### config.mk
export PLATFORM = sky130hd
export DESIGN_NAME = svsup_top
export DESIGN_NICKNAME = d
export VERILOG_FILES = /design/src/shared/svsup_pkg.sv /design/src/design/svsup_top.sv
export SDC_FILE = /design/constraint.sdc
export NUM_CORES = 1
export LEC_CHECK = 0
export BUFFER_PORTS_ARGS = -buffer_cell sky130_fd_sc_hd__buf_2
export CAP_MARGIN = 15
export CORE_MARGIN = 2
export CORE_UTILIZATION = 49
export DETAILED_ROUTE_END_ITERATION = 8
export PLACE_DENSITY = 0.81
export SLEW_MARGIN = 40
export SYNTH_ARGS = -nofsm -noshare
export SYNTH_HDL_FRONTEND = slang
export SYNTH_SLANG_ARGS = --single-unit
### constraint.sdc
create_clock -name REF_CLK -period 2.3 [get_ports REF_CLK]
set_clock_uncertainty 0.1 [all_clocks]
set_input_delay 0.345 -clock REF_CLK [delete_from_list [all_inputs] [get_ports REF_CLK]]
set_output_delay 0.345 -clock REF_CLK [all_outputs]
set_load 0.1 [all_outputs]
### src/shared/svsup_pkg.sv
`default_nettype none
package svsup_pkg;

  localparam logic [7:0] ADDR_CONTROL   = 8'h55;
  localparam logic [7:0] ADDR_INT_STATUS = 8'h56;
  localparam logic [7:0] ADDR_INT_MASK  = 8'h57;

  localparam int unsigned POS_LEVEL_LO  = 4;
  localparam int unsigned POS_RESET_ON  = 3;
  localparam int unsigned POS_ACTIVE    = 2;
  localparam int unsigned POS_COMP_OUT  = 1;
  localparam int unsigned POS_FLAG      = 0;

  localparam logic [3:0] LEVEL_OFF      = 4'h0;
  localparam logic [3:0] LEVEL_EXTERNAL = 4'hf;

  localparam logic [7:0] CONTROL_RESET  = 8'h00;
  localparam logic [1:0] INT_RESET      = 2'h0;

  localparam int unsigned CLK_MHZ           = 50;
  localparam int unsigned STARTUP_DELAY_US  = 50;
  localparam int unsigned SETTLE_DELAY_US   = 12;
  localparam int unsigned STARTUP_CYCLES    = STARTUP_DELAY_US * CLK_MHZ;
  localparam int unsigned SETTLE_CYCLES     = SETTLE_DELAY_US * CLK_MHZ;
  localparam int unsigned DELAY_W           = 12;

  typedef enum logic [1:0] {
    SVSUP_OFF,
    SVSUP_STARTUP,
    SVSUP_SETTLE,
    SVSUP_MONITOR
  } svsup_state_e;

  typedef struct packed {
    logic [3:0] level_select;
    logic       reset_on_low_enable;
    logic       low_voltage_flag;
  } svsup_ctrl_s;

endpackage
`default_nettype wire

### src/design/svsup_top.sv
// Notes on behaviour
// - Level select zero disables supervisor; any non-zero value enables it.
// - Monitor active is read-only status; writing it does nothing.
// - Level code 1111 selects the external sense input against about 1.2 V.
// - Codes 0001 to 1110 pick one of 14 thresholds sent to the comparator.
// - Comparator low condition sets the low-voltage flag outside startup and settling delays.
// - Flag setting with reset-on-low enable requests power-on reset; else flag only.
// - Flag stays set until software clears it or brownout reset.
// - Clearing flag while condition persists sets it again immediately.
// - Change from zero to non-zero starts a startup delay of about 50 us.
// - Change between non-zero values after startup starts a settling delay of at most 12 us; during startup it restarts the startup delay.
// - During delays no flag, no reset request, monitor active held zero.
// - Brownout reset returns the supervisor to the disabled state.
// - Writable bits clear only on brownout reset, not power-on reset or clear.
// - Live comparator output readable as a read-only bit.
// - Layout: level 7:4, reset enable 3, active 2, comparator 1, flag 0.
`timescale 1ns/1ps
`default_nettype none
module svsup_top #(
  parameter int unsigned STARTUP_CYCLES = svsup_pkg::STARTUP_CYCLES,
  parameter int unsigned SETTLE_CYCLES  = svsup_pkg::SETTLE_CYCLES
) (
  input  wire logic       REF_CLK,
  input  wire logic       RST_B,
  input  wire logic [7:0] ADDR,
  input  wire logic [7:0] WDATA,
  input  wire logic       WR,
  input  wire logic       RD,
  output var  logic [7:0] RDATA,
  input  wire logic       COMP_LOW,
  output var  logic [3:0] LEVEL_SELECT,
  output var  logic       EXT_SENSE_SELECT,
  output var  logic       SUPPLY_ENABLE,
  output var  logic       POR_REQUEST,
  output var  logic       IRQ
);

  svsup_pkg::svsup_ctrl_s ctrl;
  svsup_pkg::svsup_state_e state;
  logic [svsup_pkg::DELAY_W-1:0] delay_cnt;
  logic       comp_meta;
  logic       comp_low;
  logic       monitor_active;
  logic       set_flag;
  logic       wr_ctrl;
  logic [3:0] new_level;
  logic [1:0] int_status;
  logic [1:0] int_mask;
  logic       delay_done;

  assign wr_ctrl   = WR && (ADDR == svsup_pkg::ADDR_CONTROL);
  assign new_level = WDATA[7:svsup_pkg::POS_LEVEL_LO];
  assign delay_done = (delay_cnt == '0);
  assign set_flag  = monitor_active && comp_low;

  always_ff @(posedge REF_CLK or negedge RST_B) begin
    if (!RST_B) begin
      comp_meta <= 1'b0;
      comp_low  <= 1'b0;
    end else begin
      comp_meta <= COMP_LOW;
      comp_low  <= comp_meta;
    end
  end

  // RST_B is the brownout reset; other resets never reach these bits
  always_ff @(posedge REF_CLK or negedge RST_B) begin
    if (!RST_B) begin
      ctrl <= '0;
    end else begin
      if (wr_ctrl) begin
        ctrl.level_select        <= new_level;
        ctrl.reset_on_low_enable <= WDATA[svsup_pkg::POS_RESET_ON];
      end
      if (set_flag)
        ctrl.low_voltage_flag <= 1'b1;
      else if (wr_ctrl)
        ctrl.low_voltage_flag <= WDATA[svsup_pkg::POS_FLAG];
    end
  end

  always_ff @(posedge REF_CLK or negedge RST_B) begin
    if (!RST_B) begin
      state     <= svsup_pkg::SVSUP_OFF;
      delay_cnt <= '0;
    end else if (wr_ctrl && new_level != ctrl.level_select) begin
      if (new_level == svsup_pkg::LEVEL_OFF) begin
        state     <= svsup_pkg::SVSUP_OFF;
        delay_cnt <= '0;
      end else if (ctrl.level_select == svsup_pkg::LEVEL_OFF || state == svsup_pkg::SVSUP_STARTUP) begin
        // Turned on from level zero, or startup not finished yet: the full startup wait applies
        state     <= svsup_pkg::SVSUP_STARTUP;
        delay_cnt <= svsup_pkg::DELAY_W'(STARTUP_CYCLES - 1);
      end else begin
        state     <= svsup_pkg::SVSUP_SETTLE;
        delay_cnt <= svsup_pkg::DELAY_W'(SETTLE_CYCLES - 1);
      end
    end else begin
      unique case (state)
        svsup_pkg::SVSUP_OFF:     state <= svsup_pkg::SVSUP_OFF;
        svsup_pkg::SVSUP_MONITOR: state <= svsup_pkg::SVSUP_MONITOR;
        svsup_pkg::SVSUP_STARTUP,
        svsup_pkg::SVSUP_SETTLE: begin
          if (delay_done)
            state <= svsup_pkg::SVSUP_MONITOR;
          else
            delay_cnt <= delay_cnt - 1'b1;
        end
      endcase
    end
  end

  assign monitor_active = (state == svsup_pkg::SVSUP_MONITOR);

  always_ff @(posedge REF_CLK or negedge RST_B) begin
    if (!RST_B)
      POR_REQUEST <= 1'b0;
    else
      POR_REQUEST <= set_flag && ctrl.reset_on_low_enable;
  end

  always_ff @(posedge REF_CLK or negedge RST_B) begin
    if (!RST_B) begin
      LEVEL_SELECT     <= svsup_pkg::LEVEL_OFF;
      EXT_SENSE_SELECT <= 1'b0;
      SUPPLY_ENABLE    <= 1'b0;
    end else begin
      LEVEL_SELECT     <= ctrl.level_select;
      EXT_SENSE_SELECT <= (ctrl.level_select == svsup_pkg::LEVEL_EXTERNAL);
      SUPPLY_ENABLE    <= (ctrl.level_select != svsup_pkg::LEVEL_OFF);
    end
  end

  // Interrupt status: bit0 low-voltage event, bit1 startup or settling delay ran out
  always_ff @(posedge REF_CLK or negedge RST_B) begin
    if (!RST_B) begin
      int_status <= svsup_pkg::INT_RESET;
      int_mask   <= svsup_pkg::INT_RESET;
      IRQ        <= 1'b0;
    end else begin
      if (WR && ADDR == svsup_pkg::ADDR_INT_MASK)
        int_mask <= WDATA[1:0];
      int_status[0] <= set_flag ||
        (int_status[0] && !(WR && ADDR == svsup_pkg::ADDR_INT_STATUS && WDATA[0]));
      int_status[1] <= (state != svsup_pkg::SVSUP_MONITOR && state != svsup_pkg::SVSUP_OFF && delay_done) ||
        (int_status[1] && !(WR && ADDR == svsup_pkg::ADDR_INT_STATUS && WDATA[1]));
      IRQ <= |(int_status & int_mask);
    end
  end

  always_ff @(posedge REF_CLK or negedge RST_B) begin
    if (!RST_B)
      RDATA <= svsup_pkg::CONTROL_RESET;
    else if (RD) begin
      unique case (ADDR)
        svsup_pkg::ADDR_CONTROL:    RDATA <= {ctrl.level_select, ctrl.reset_on_low_enable,
                                              monitor_active, comp_low, ctrl.low_voltage_flag};
        svsup_pkg::ADDR_INT_STATUS: RDATA <= {6'h00, int_status};
        svsup_pkg::ADDR_INT_MASK:   RDATA <= {6'h00, int_mask};
        default:                    RDATA <= 8'h00;
      endcase
    end else
      RDATA <= 8'h00;
  end

  chk_flag_sticky: assert property (@(posedge REF_CLK) disable iff (!RST_B)
    ctrl.low_voltage_flag && !wr_ctrl |=> ctrl.low_voltage_flag)
    else $error("flag dropped without write");
  chk_flag_reset: assert property (@(posedge REF_CLK) disable iff (!RST_B)
    set_flag |=> ctrl.low_voltage_flag)
    else $error("flag lost while low");
  chk_delay_quiet: assert property (@(posedge REF_CLK) disable iff (!RST_B)
    !monitor_active |=> !POR_REQUEST)
    else $error("reset request during delay");
  chk_por_request: assert property (@(posedge REF_CLK) disable iff (!RST_B)
    set_flag && ctrl.reset_on_low_enable |=> POR_REQUEST)
    else $error("missing reset request");
  chk_level_off: assert property (@(posedge REF_CLK) disable iff (!RST_B)
    ctrl.level_select == svsup_pkg::LEVEL_OFF |-> !monitor_active ##1 !SUPPLY_ENABLE)
    else $error("supervisor on at level zero");
  chk_ext_select: assert property (@(posedge REF_CLK) disable iff (!RST_B)
    ctrl.level_select == svsup_pkg::LEVEL_EXTERNAL |=> EXT_SENSE_SELECT)
    else $error("external channel not selected");
  chk_settle_start: assert property (@(posedge REF_CLK) disable iff (!RST_B)
    wr_ctrl && state == svsup_pkg::SVSUP_MONITOR && new_level != ctrl.level_select &&
    new_level != svsup_pkg::LEVEL_OFF |=> state == svsup_pkg::SVSUP_SETTLE ##1 !monitor_active)
    else $error("settle delay not applied");
  chk_comp_sync: assert property (@(posedge REF_CLK) disable iff (!RST_B)
    1'b1 |-> comp_low == $past(COMP_LOW, 2))
    else $error("sync stage mismatch");

  // Cycles spent in the current delay, counted apart from the down-counter
  logic [svsup_pkg::DELAY_W-1:0] wait_len;
  always_ff @(posedge REF_CLK or negedge RST_B) begin
    if (!RST_B)
      wait_len <= '0;
    else if (wr_ctrl && new_level != ctrl.level_select)
      wait_len <= '0;
    else if (state == svsup_pkg::SVSUP_STARTUP || state == svsup_pkg::SVSUP_SETTLE)
      wait_len <= wait_len + 1'b1;
    else
      wait_len <= '0;
  end

  chk_startup_len: assert property (@(posedge REF_CLK) disable iff (!RST_B)
    state == svsup_pkg::SVSUP_STARTUP && delay_done |-> wait_len == svsup_pkg::DELAY_W'(STARTUP_CYCLES - 1))
    else $error("startup delay length wrong");
  chk_settle_len: assert property (@(posedge REF_CLK) disable iff (!RST_B)
    state == svsup_pkg::SVSUP_SETTLE && delay_done |-> wait_len == svsup_pkg::DELAY_W'(SETTLE_CYCLES - 1))
    else $error("settle delay length wrong");
  chk_flag_clear: assert property (@(posedge REF_CLK) disable iff (!RST_B)
    wr_ctrl && !WDATA[svsup_pkg::POS_FLAG] && !set_flag |=> !ctrl.low_voltage_flag)
    else $error("flag not cleared by write");
  chk_no_flag_delay: assert property (@(posedge REF_CLK) disable iff (!RST_B)
    state != svsup_pkg::SVSUP_MONITOR && !ctrl.low_voltage_flag && !wr_ctrl |=> !ctrl.low_voltage_flag)
    else $error("flag set outside monitoring");
  chk_por_drop: assert property (@(posedge REF_CLK) disable iff (!RST_B)
    !set_flag |=> !POR_REQUEST)
    else $error("reset request without condition");
  chk_por_needs_en: assert property (@(posedge REF_CLK) disable iff (!RST_B)
    !ctrl.reset_on_low_enable |=> !POR_REQUEST)
    else $error("reset request while disabled");
  chk_supply_en: assert property (@(posedge REF_CLK) disable iff (!RST_B)
    ctrl.level_select != svsup_pkg::LEVEL_OFF |=> SUPPLY_ENABLE)
    else $error("supervisor not enabled");
  chk_level_drive: assert property (@(posedge REF_CLK) disable iff (!RST_B)
    1'b1 |=> LEVEL_SELECT == $past(ctrl.level_select))
    else $error("threshold drive lags");
  chk_ext_clear: assert property (@(posedge REF_CLK) disable iff (!RST_B)
    ctrl.level_select != svsup_pkg::LEVEL_EXTERNAL |=> !EXT_SENSE_SELECT)
    else $error("external channel wrongly selected");
  chk_off_state: assert property (@(posedge REF_CLK) disable iff (!RST_B)
    ctrl.level_select == svsup_pkg::LEVEL_OFF |-> state == svsup_pkg::SVSUP_OFF)
    else $error("sequencer running at level zero");
  chk_level_hold: assert property (@(posedge REF_CLK) disable iff (!RST_B)
    !wr_ctrl |=> ctrl.level_select == $past(ctrl.level_select))
    else $error("level changed without write");
  chk_reset_en_hold: assert property (@(posedge REF_CLK) disable iff (!RST_B)
    !wr_ctrl |=> ctrl.reset_on_low_enable == $past(ctrl.reset_on_low_enable))
    else $error("reset enable changed without write");
  // Read data idle
  chk_rdata_idle: assert property (@(posedge REF_CLK) disable iff (!RST_B)
    !RD |=> RDATA == 8'h00)
    else $error("read data outside read cycle");
  // Interrupt level
  chk_irq_level: assert property (@(posedge REF_CLK) disable iff (!RST_B)
    |(int_status & int_mask) |=> IRQ)
    else $error("interrupt not raised");
  // Mask holds
  chk_mask_hold: assert property (@(posedge REF_CLK) disable iff (!RST_B)
    !(WR && ADDR == svsup_pkg::ADDR_INT_MASK) |=> int_mask == $past(int_mask))
    else $error("mask changed without write");
  // Status sticky
  chk_status_sticky: assert property (@(posedge REF_CLK) disable iff (!RST_B)
    int_status[0] && !(WR && ADDR == svsup_pkg::ADDR_INT_STATUS) |=> int_status[0])
    else $error("status bit dropped without write");
  chk_startup: assert property (@(posedge REF_CLK) disable iff (!RST_B)
    wr_ctrl && ctrl.level_select == svsup_pkg::LEVEL_OFF && new_level != svsup_pkg::LEVEL_OFF
    |=> state == svsup_pkg::SVSUP_STARTUP)
    else $error("startup delay not applied");

  cov_flag_set: cover property (@(posedge REF_CLK) disable iff (!RST_B) set_flag);
  cov_por: cover property (@(posedge REF_CLK) disable iff (!RST_B) POR_REQUEST);
  cov_monitor: cover property (@(posedge REF_CLK) disable iff (!RST_B)
    state == svsup_pkg::SVSUP_STARTUP ##1 monitor_active);
  cov_settle: cover property (@(posedge REF_CLK) disable iff (!RST_B) state == svsup_pkg::SVSUP_SETTLE);
  cov_ext_por: cover property (@(posedge REF_CLK) disable iff (!RST_B) EXT_SENSE_SELECT && POR_REQUEST);

endmodule // svsup_top
`default_nettype wire

# After elaboration in Yosys (flattened, before gate mapping)
# Index checks and enable logic that the tools add are counted.
# Widths: inputs -> output; s select.
[word_totals] reg_bits=42 input_bits=21
[op_classes] muxes=14 eq_ne=11 add_sub_neg=1 n_reduce_logical=28 bitwise_logic=1
[ops] operator="$mux 12" count=5
[ops] operator="$eq 8x7->1 const B" count=3
[ops] operator="$pmux 8 s3" count=1
[ops] operator="$logic_and 1x1->1" count=12
[ops] operator="$logic_not 12->1" count=1
[ops] operator="$sub 12x1->12 const B" count=1
[ops] operator="$logic_not 4->1" count=2
[ops] operator="$mux 2" count=4
[ops] operator="$mux 8" count=1
[ops] operator="$pmux 2 s3" count=1
[ops] operator="$reduce_bool 2->1" count=3
[ops] operator="$eq 2x2->1 const B" count=2
[ops] operator="$eq 4x4->1 const B" count=1
[ops] operator="$ne 4x4->1" count=1
[ops] operator="$reduce_bool 4->1" count=1
[ops] operator="$reduce_or 2->1" count=2
[ops] operator="$logic_or 1x1->1" count=3
[ops] operator="$ne 3x3->1 const B" count=1
[ops] operator="$and 2x2->2" count=1
[ops] operator="$eq 2x1->1 const B" count=1
[ops] operator="$logic_not 1->1" count=2
[ops] operator="$logic_not 2->1" count=1
[ops] operator="$mux 1" count=2
[ops] operator="$ne 2x1->1 const B" count=1
[ops] operator="2 further kinds" count=2

# Logic depth before layout (Yosys ltp)
[depth] word_depth=6 depth_mapped=7 ltp_nobuf=6

# Least setup slack after synthesis
# No wires, ideal clock.
[synth_path] kind="flip-flop to flip-flop" startpoint="register state[0]" endpoint="register delay_cnt[11] in the netlist's numbering" period_less_slack_ns=2.296 slack_ns=0.004 arrival_time_ns=2.113 stages_incl_launch_ff=8 setup_time_ns=0.083 path_cell_list="dfrtp_1 > inv_1 > ha_1 > or4b_1 > clkbuf_1 > or3_1 > or3_1 > a31oi_1"
[synth_between] elab_chain_cells=5
[synth_rtl] item="start, declared" line="svsup_top.sv:39" source="svsup_pkg::svsup_state_e state;"
[synth_rtl] item="start signal, assigned" line="svsup_top.sv:84" source="state <= svsup_pkg::SVSUP_OFF;"
[synth_rtl] item="start signal, assigned" line="svsup_top.sv:88" source="state <= svsup_pkg::SVSUP_OFF;"
[synth_rtl] item="start signal, assigned" line="svsup_top.sv:92" source="state <= svsup_pkg::SVSUP_STARTUP;"
[synth_rtl] item="$eq 2x1->1" line="svsup_top.sv:90, svsup_top.sv:99"
[synth_rtl] item="$logic_or 1x1->1" line="svsup_top.sv:90" source="end else if (ctrl.level_select == svsup_pkg::LEVEL_OFF || state == svsup_pkg::SVSUP_STARTUP) begin"
[synth_rtl] item="$mux 12" line="svsup_top.sv:90"
[synth_rtl] item="$mux 12" line="svsup_top.sv:87" source="if (new_level == svsup_pkg::LEVEL_OFF) begin"
[synth_rtl] item="$mux 12" line="svsup_top.sv:86" source="end else if (wr_ctrl && new_level != ctrl.level_select) begin"
[synth_rtl] item="end signal, assigned" line="svsup_top.sv:93" source="delay_cnt <= svsup_pkg::DELAY_W'(STARTUP_CYCLES - 1);"
[synth_rtl] item="end signal, assigned" line="svsup_top.sv:96" source="delay_cnt <= svsup_pkg::DELAY_W'(SETTLE_CYCLES - 1);"
[synth_rtl] item="end signal, assigned" line="svsup_top.sv:107" source="delay_cnt <= delay_cnt - 1'b1;"
[synth_rtl] item="end, declared" line="svsup_top.sv:40" source="logic [svsup_pkg::DELAY_W-1:0] delay_cnt;"
# Several ways; a longest one is shown, not always the timed one.
# A chain may end at the register's enable or synchronous reset.

# Worst setup path after layout
[layout_path] startpoint="register state[1]" endpoint="register delay_cnt[5] in the netlist's numbering"
[layout_between] elab_chain_cells=4
[layout_rtl] item="$eq 2x1->1 or $eq 2x2->1 (tied branches)" line="svsup_top.sv:99" source="unique case (state)"
[layout_rtl] item="$reduce_or 2->1 *" line="svsup_top.sv:99"
[layout_rtl] item="$reduce_bool 2->1 (no line) *"
[layout_rtl] item="$reduce_and 2->1 (no line) *"
# Mark *: on every way between the ends. The rest lies on a longest branch, timed or not.

==> impl_results.md <==
- Final Max Slew Viols: 0
- Setup TNS: 0 ps
- Clk Latency, worst-skew pair: 290 ps
- Post-route ant nets: 0
- Number of synthesized register bits: 42
- CTS tree: yes
- Synth Flop Type: dfrtp_1
- Synth top area cells: dfrtp_1 (54%), nand2_1 (4.5%), ha_1 (3.2%)
- Routability congestion estimate: 0.8123
- Diode count: 0
- Largest net degree at the start of global routing: 19
- I/O Pins: 37
- Net Count, Synth: 201
- Number of cell rows: 22
- CTS HTree Levels: 2
- Setup ws final: 98.50 ps
- First-pass detailed-route iteration total: 4
- VDD IR max: 0.3495 mV
- Fin crit period: 2201 ps
- Postcts setup bufs: 0
- Vias: 1,529
- Non-Filler Instances: 277
- Global route total overflow: 0
- Dpl ws: 70.12 ps
- Initial antenna violation count: 0
- Max incr delay on CP: 460 ps
- Final Hold Violating Endpoints: 0
- WL final: 4009 um
- Worst Tran Pin Value: 575.9 ps
- Share of layout cells above drive strength 1: 27.95%
- Top cell family by delay on the critical path: simple AND/OR/NAND/NOR gates
- Number of global-route vias before repair: 1,450
- Type of the tightest min-delay check: input pin to register
- Synth warn: 0
- # DRC: 0
- CP Launch Type: register
- CP cell instances: inv_1, ha_1, or4b_1, buf_4, or4b_1, a21oi_1
- Final setup viols: 0
- Initial core utilization: 51.74%
- Clk pin slew, worst setup/hold paths: 70 ps
- Area growth from synthesis to layout: 22.16%
- Sequential element share of the synthesized area: 54.26%
- Post-Syn Area per Cell: 11.07 um^2
- Largest family of logic cells by synthesized area: simple AND/OR/NAND/NOR gates
- Buf+Inv Stages, Crit Path: 2
- Async set or reset register ratio after synthesis: 100.0%
- Footprint of the multi-input gates: 852.1 um^2
- DP HPWL: 2992 um
- Core area: 0.003744 mm^2
- Slew HR: 61.25%
- Number of max-cap violations: 0
- Iteration-0 DRC Markers: 147
- Lkg Pwr: 1.137 nW
- Area share of fa/ha/maj cells after synthesis: 3.230%
- PD cells: 646.0 mW/mm^2
- Cell area after synthesis: 0.001937 mm^2
- F_max: 454.2 MHz
- Synth Area in Compound Gates: 11.69%
- Worst path most repeated cell: or4b_1
- Min Hold Slack: 53.47 ps
- Die Wd: 66.87 um
- Crit Path Category: register to register
- Synth cell types: 42
- RSZ-0062 raised after global routing: no
- CP arrival: 2320 ps
- Die Area: 0.004472 mm^2
- FILL cells: 314
- Worst-path maximum fanout: 9
- Gr usage total: 20.14%
- TritonCTS Buffers: 5
- Per-cell routed wire length: 14.47 um
- XOR/XNOR Fraction of Synth Area: 2.713%
- EDFF count, synth: 0
- Global-route wire length before repair: 6596 um
- Worst Setup End Kind: register
- Mean number of vias per cell: 5.520
- Nets: 255
- Deepest clock path buffer count: 2
- Fin crit share: 95.72%
- Crit path max-delay cell type: or4b_1
- PortBufs: 35
- WP data required: 2420 ps
- CTS Sinks: 42
- Final Cell Area: 0.002366 mm^2
- Reg area: 0.001051 mm^2
- DIE HEIGHT: 66.87 um
- Placed cell count: 269
- Synth top area share: 54.26%
- Status: complete, no violations
- Dpl cell area: 0.002267 mm^2
- Mux contribution to synthesized area: 3.941%
- Yosys top cell by area: dfrtp_1
- Clk root buf: clkbuf_8
- Mapped Cells: 175
- Post-Synth Simple-Gate Area: 21.90%
==> repair_timing <==
action,in CTS,in global routing
hold endpoints to repair,16,0
hold buffers,1,0
setup endpoints to repair,0,8
resized for setup,0,2
==> report_power, final <==
group / internal (W) / total (W) / switching (W) / leakage (nW)
sequential: 0.000789 / 0.000829 / 0.0000394 / 0.506
clock: 0.000204 / 0.000443 / 0.000240 / 0.0438
combinational: 0.000100 / 0.000256 / 0.000156 / 0.588
==> per-stage QoR <==
stage                     util (%)  total power (W)
final                        63.20         0.001528
after global routing         63.20         0.001621
after CTS                    62.93         0.001550
after detailed placement     60.56         0.001101
after global placement       60.56         0.001078
after floorplan                  -        0.0009967
==> Yosys cell counts (3+ instances only) <==
library cell / number
nor2_1: 7
a31oi_1: 5
or4b_1: 4
nor3_1: 4
dfrtp_1: 42
or3_1: 5
a22o_1: 3
nor4_1: 6
or4_1: 5
mux2_1: 4
xor2_1: 4
ha_1: 5
a21oi_1: 4
and2_1: 7
o22ai_1: 3
o31ai_1: 3
nand2_1: 23
o41ai_1: 3
inv_1: 7
==> kinds of logic (layout without fill, tap and decap cells) <==
group | count (synthesis) | count (layout)
AND/OR/NAND/NOR | 74 | 74
flip-flops | 42 | 42
AO/OA/AOI/OAI | 30 | 30
multiplexers | 7 | 7
buffers and inverters | 11 | 65
adder cells (fa/ha/maj) | 5 | 5
XOR/XNOR | 6 | 6
==> worst reg2reg max path, cell delays in order, from the launching register on <==
cell     delay [ps]
dfrtp_1         390
inv_1            70
ha_1            300
or4b_1          460
buf_4           190
or4b_1          460
a21oi_1         160
==> sequential cells by signal, summed over array words and instances (netlist names), 2 cells and up <==
| register | count |
|---|---|
| LEVEL_SELECT | 4 |
| ctrl | 6 |
| int_mask | 2 |
| RDATA | 8 |
| int_status | 2 |
| delay_cnt | 12 |
| state | 2 |
==> area by class of cell <==
| type | count | share of cell area [%] |
|---|---|---|
| tap | 48 | 2.538 |
| clock inverter | 2 | 0.4231 |
| sequential | 42 | 44.42 |
| inverter | 7 | 1.111 |
| clock buffer | 5 | 2.909 |
| multi-input combinational | 122 | 36.01 |
| timing repair buffer | 51 | 12.59 |
==> layout by cell type (no fill, tap or decap), types with 3 or more instances in the layout <==
cell type   n
xor2_1      4
nand2_1    23
buf_2      35
a31oi_1     5
or4b_1      3
o22ai_1     3
or3_1       5
a21oi_1     4
nor3_1      4
o31ai_1     3
nor2_1      7
mux2_1      4
o41ai_1     3
buf_4      15
inv_1       7
and2_1      7
clkbuf_8    5
a22o_1      3
dfrtp_1    42
ha_1        5
or4_1       5
nor4_1      5
==> final timing paths <==
check,cells past startpoint,from,endpoint,slack (ps)
setup / recovery,6,state[1],delay_cnt[5],100
hold / removal,1,COMP_LOW,comp_meta,50
setup reg to reg,6,state[1],delay_cnt[5],100
hold reg to reg,0,comp_meta,comp_low,250
max in group asynchronous,3,RST_B,delay_cnt[0],1160
min in group asynchronous,2,RST_B,POR_REQUEST,410
==> routing by layer <==
layer	part of all wire (%)	global-route usage, %
met4	1.5	6.888
met5	0	0
met3	5.3	5.574
met2	49	34.75
met1	44	24.09
No activity file was read; power rests on OpenSTA's default activity.
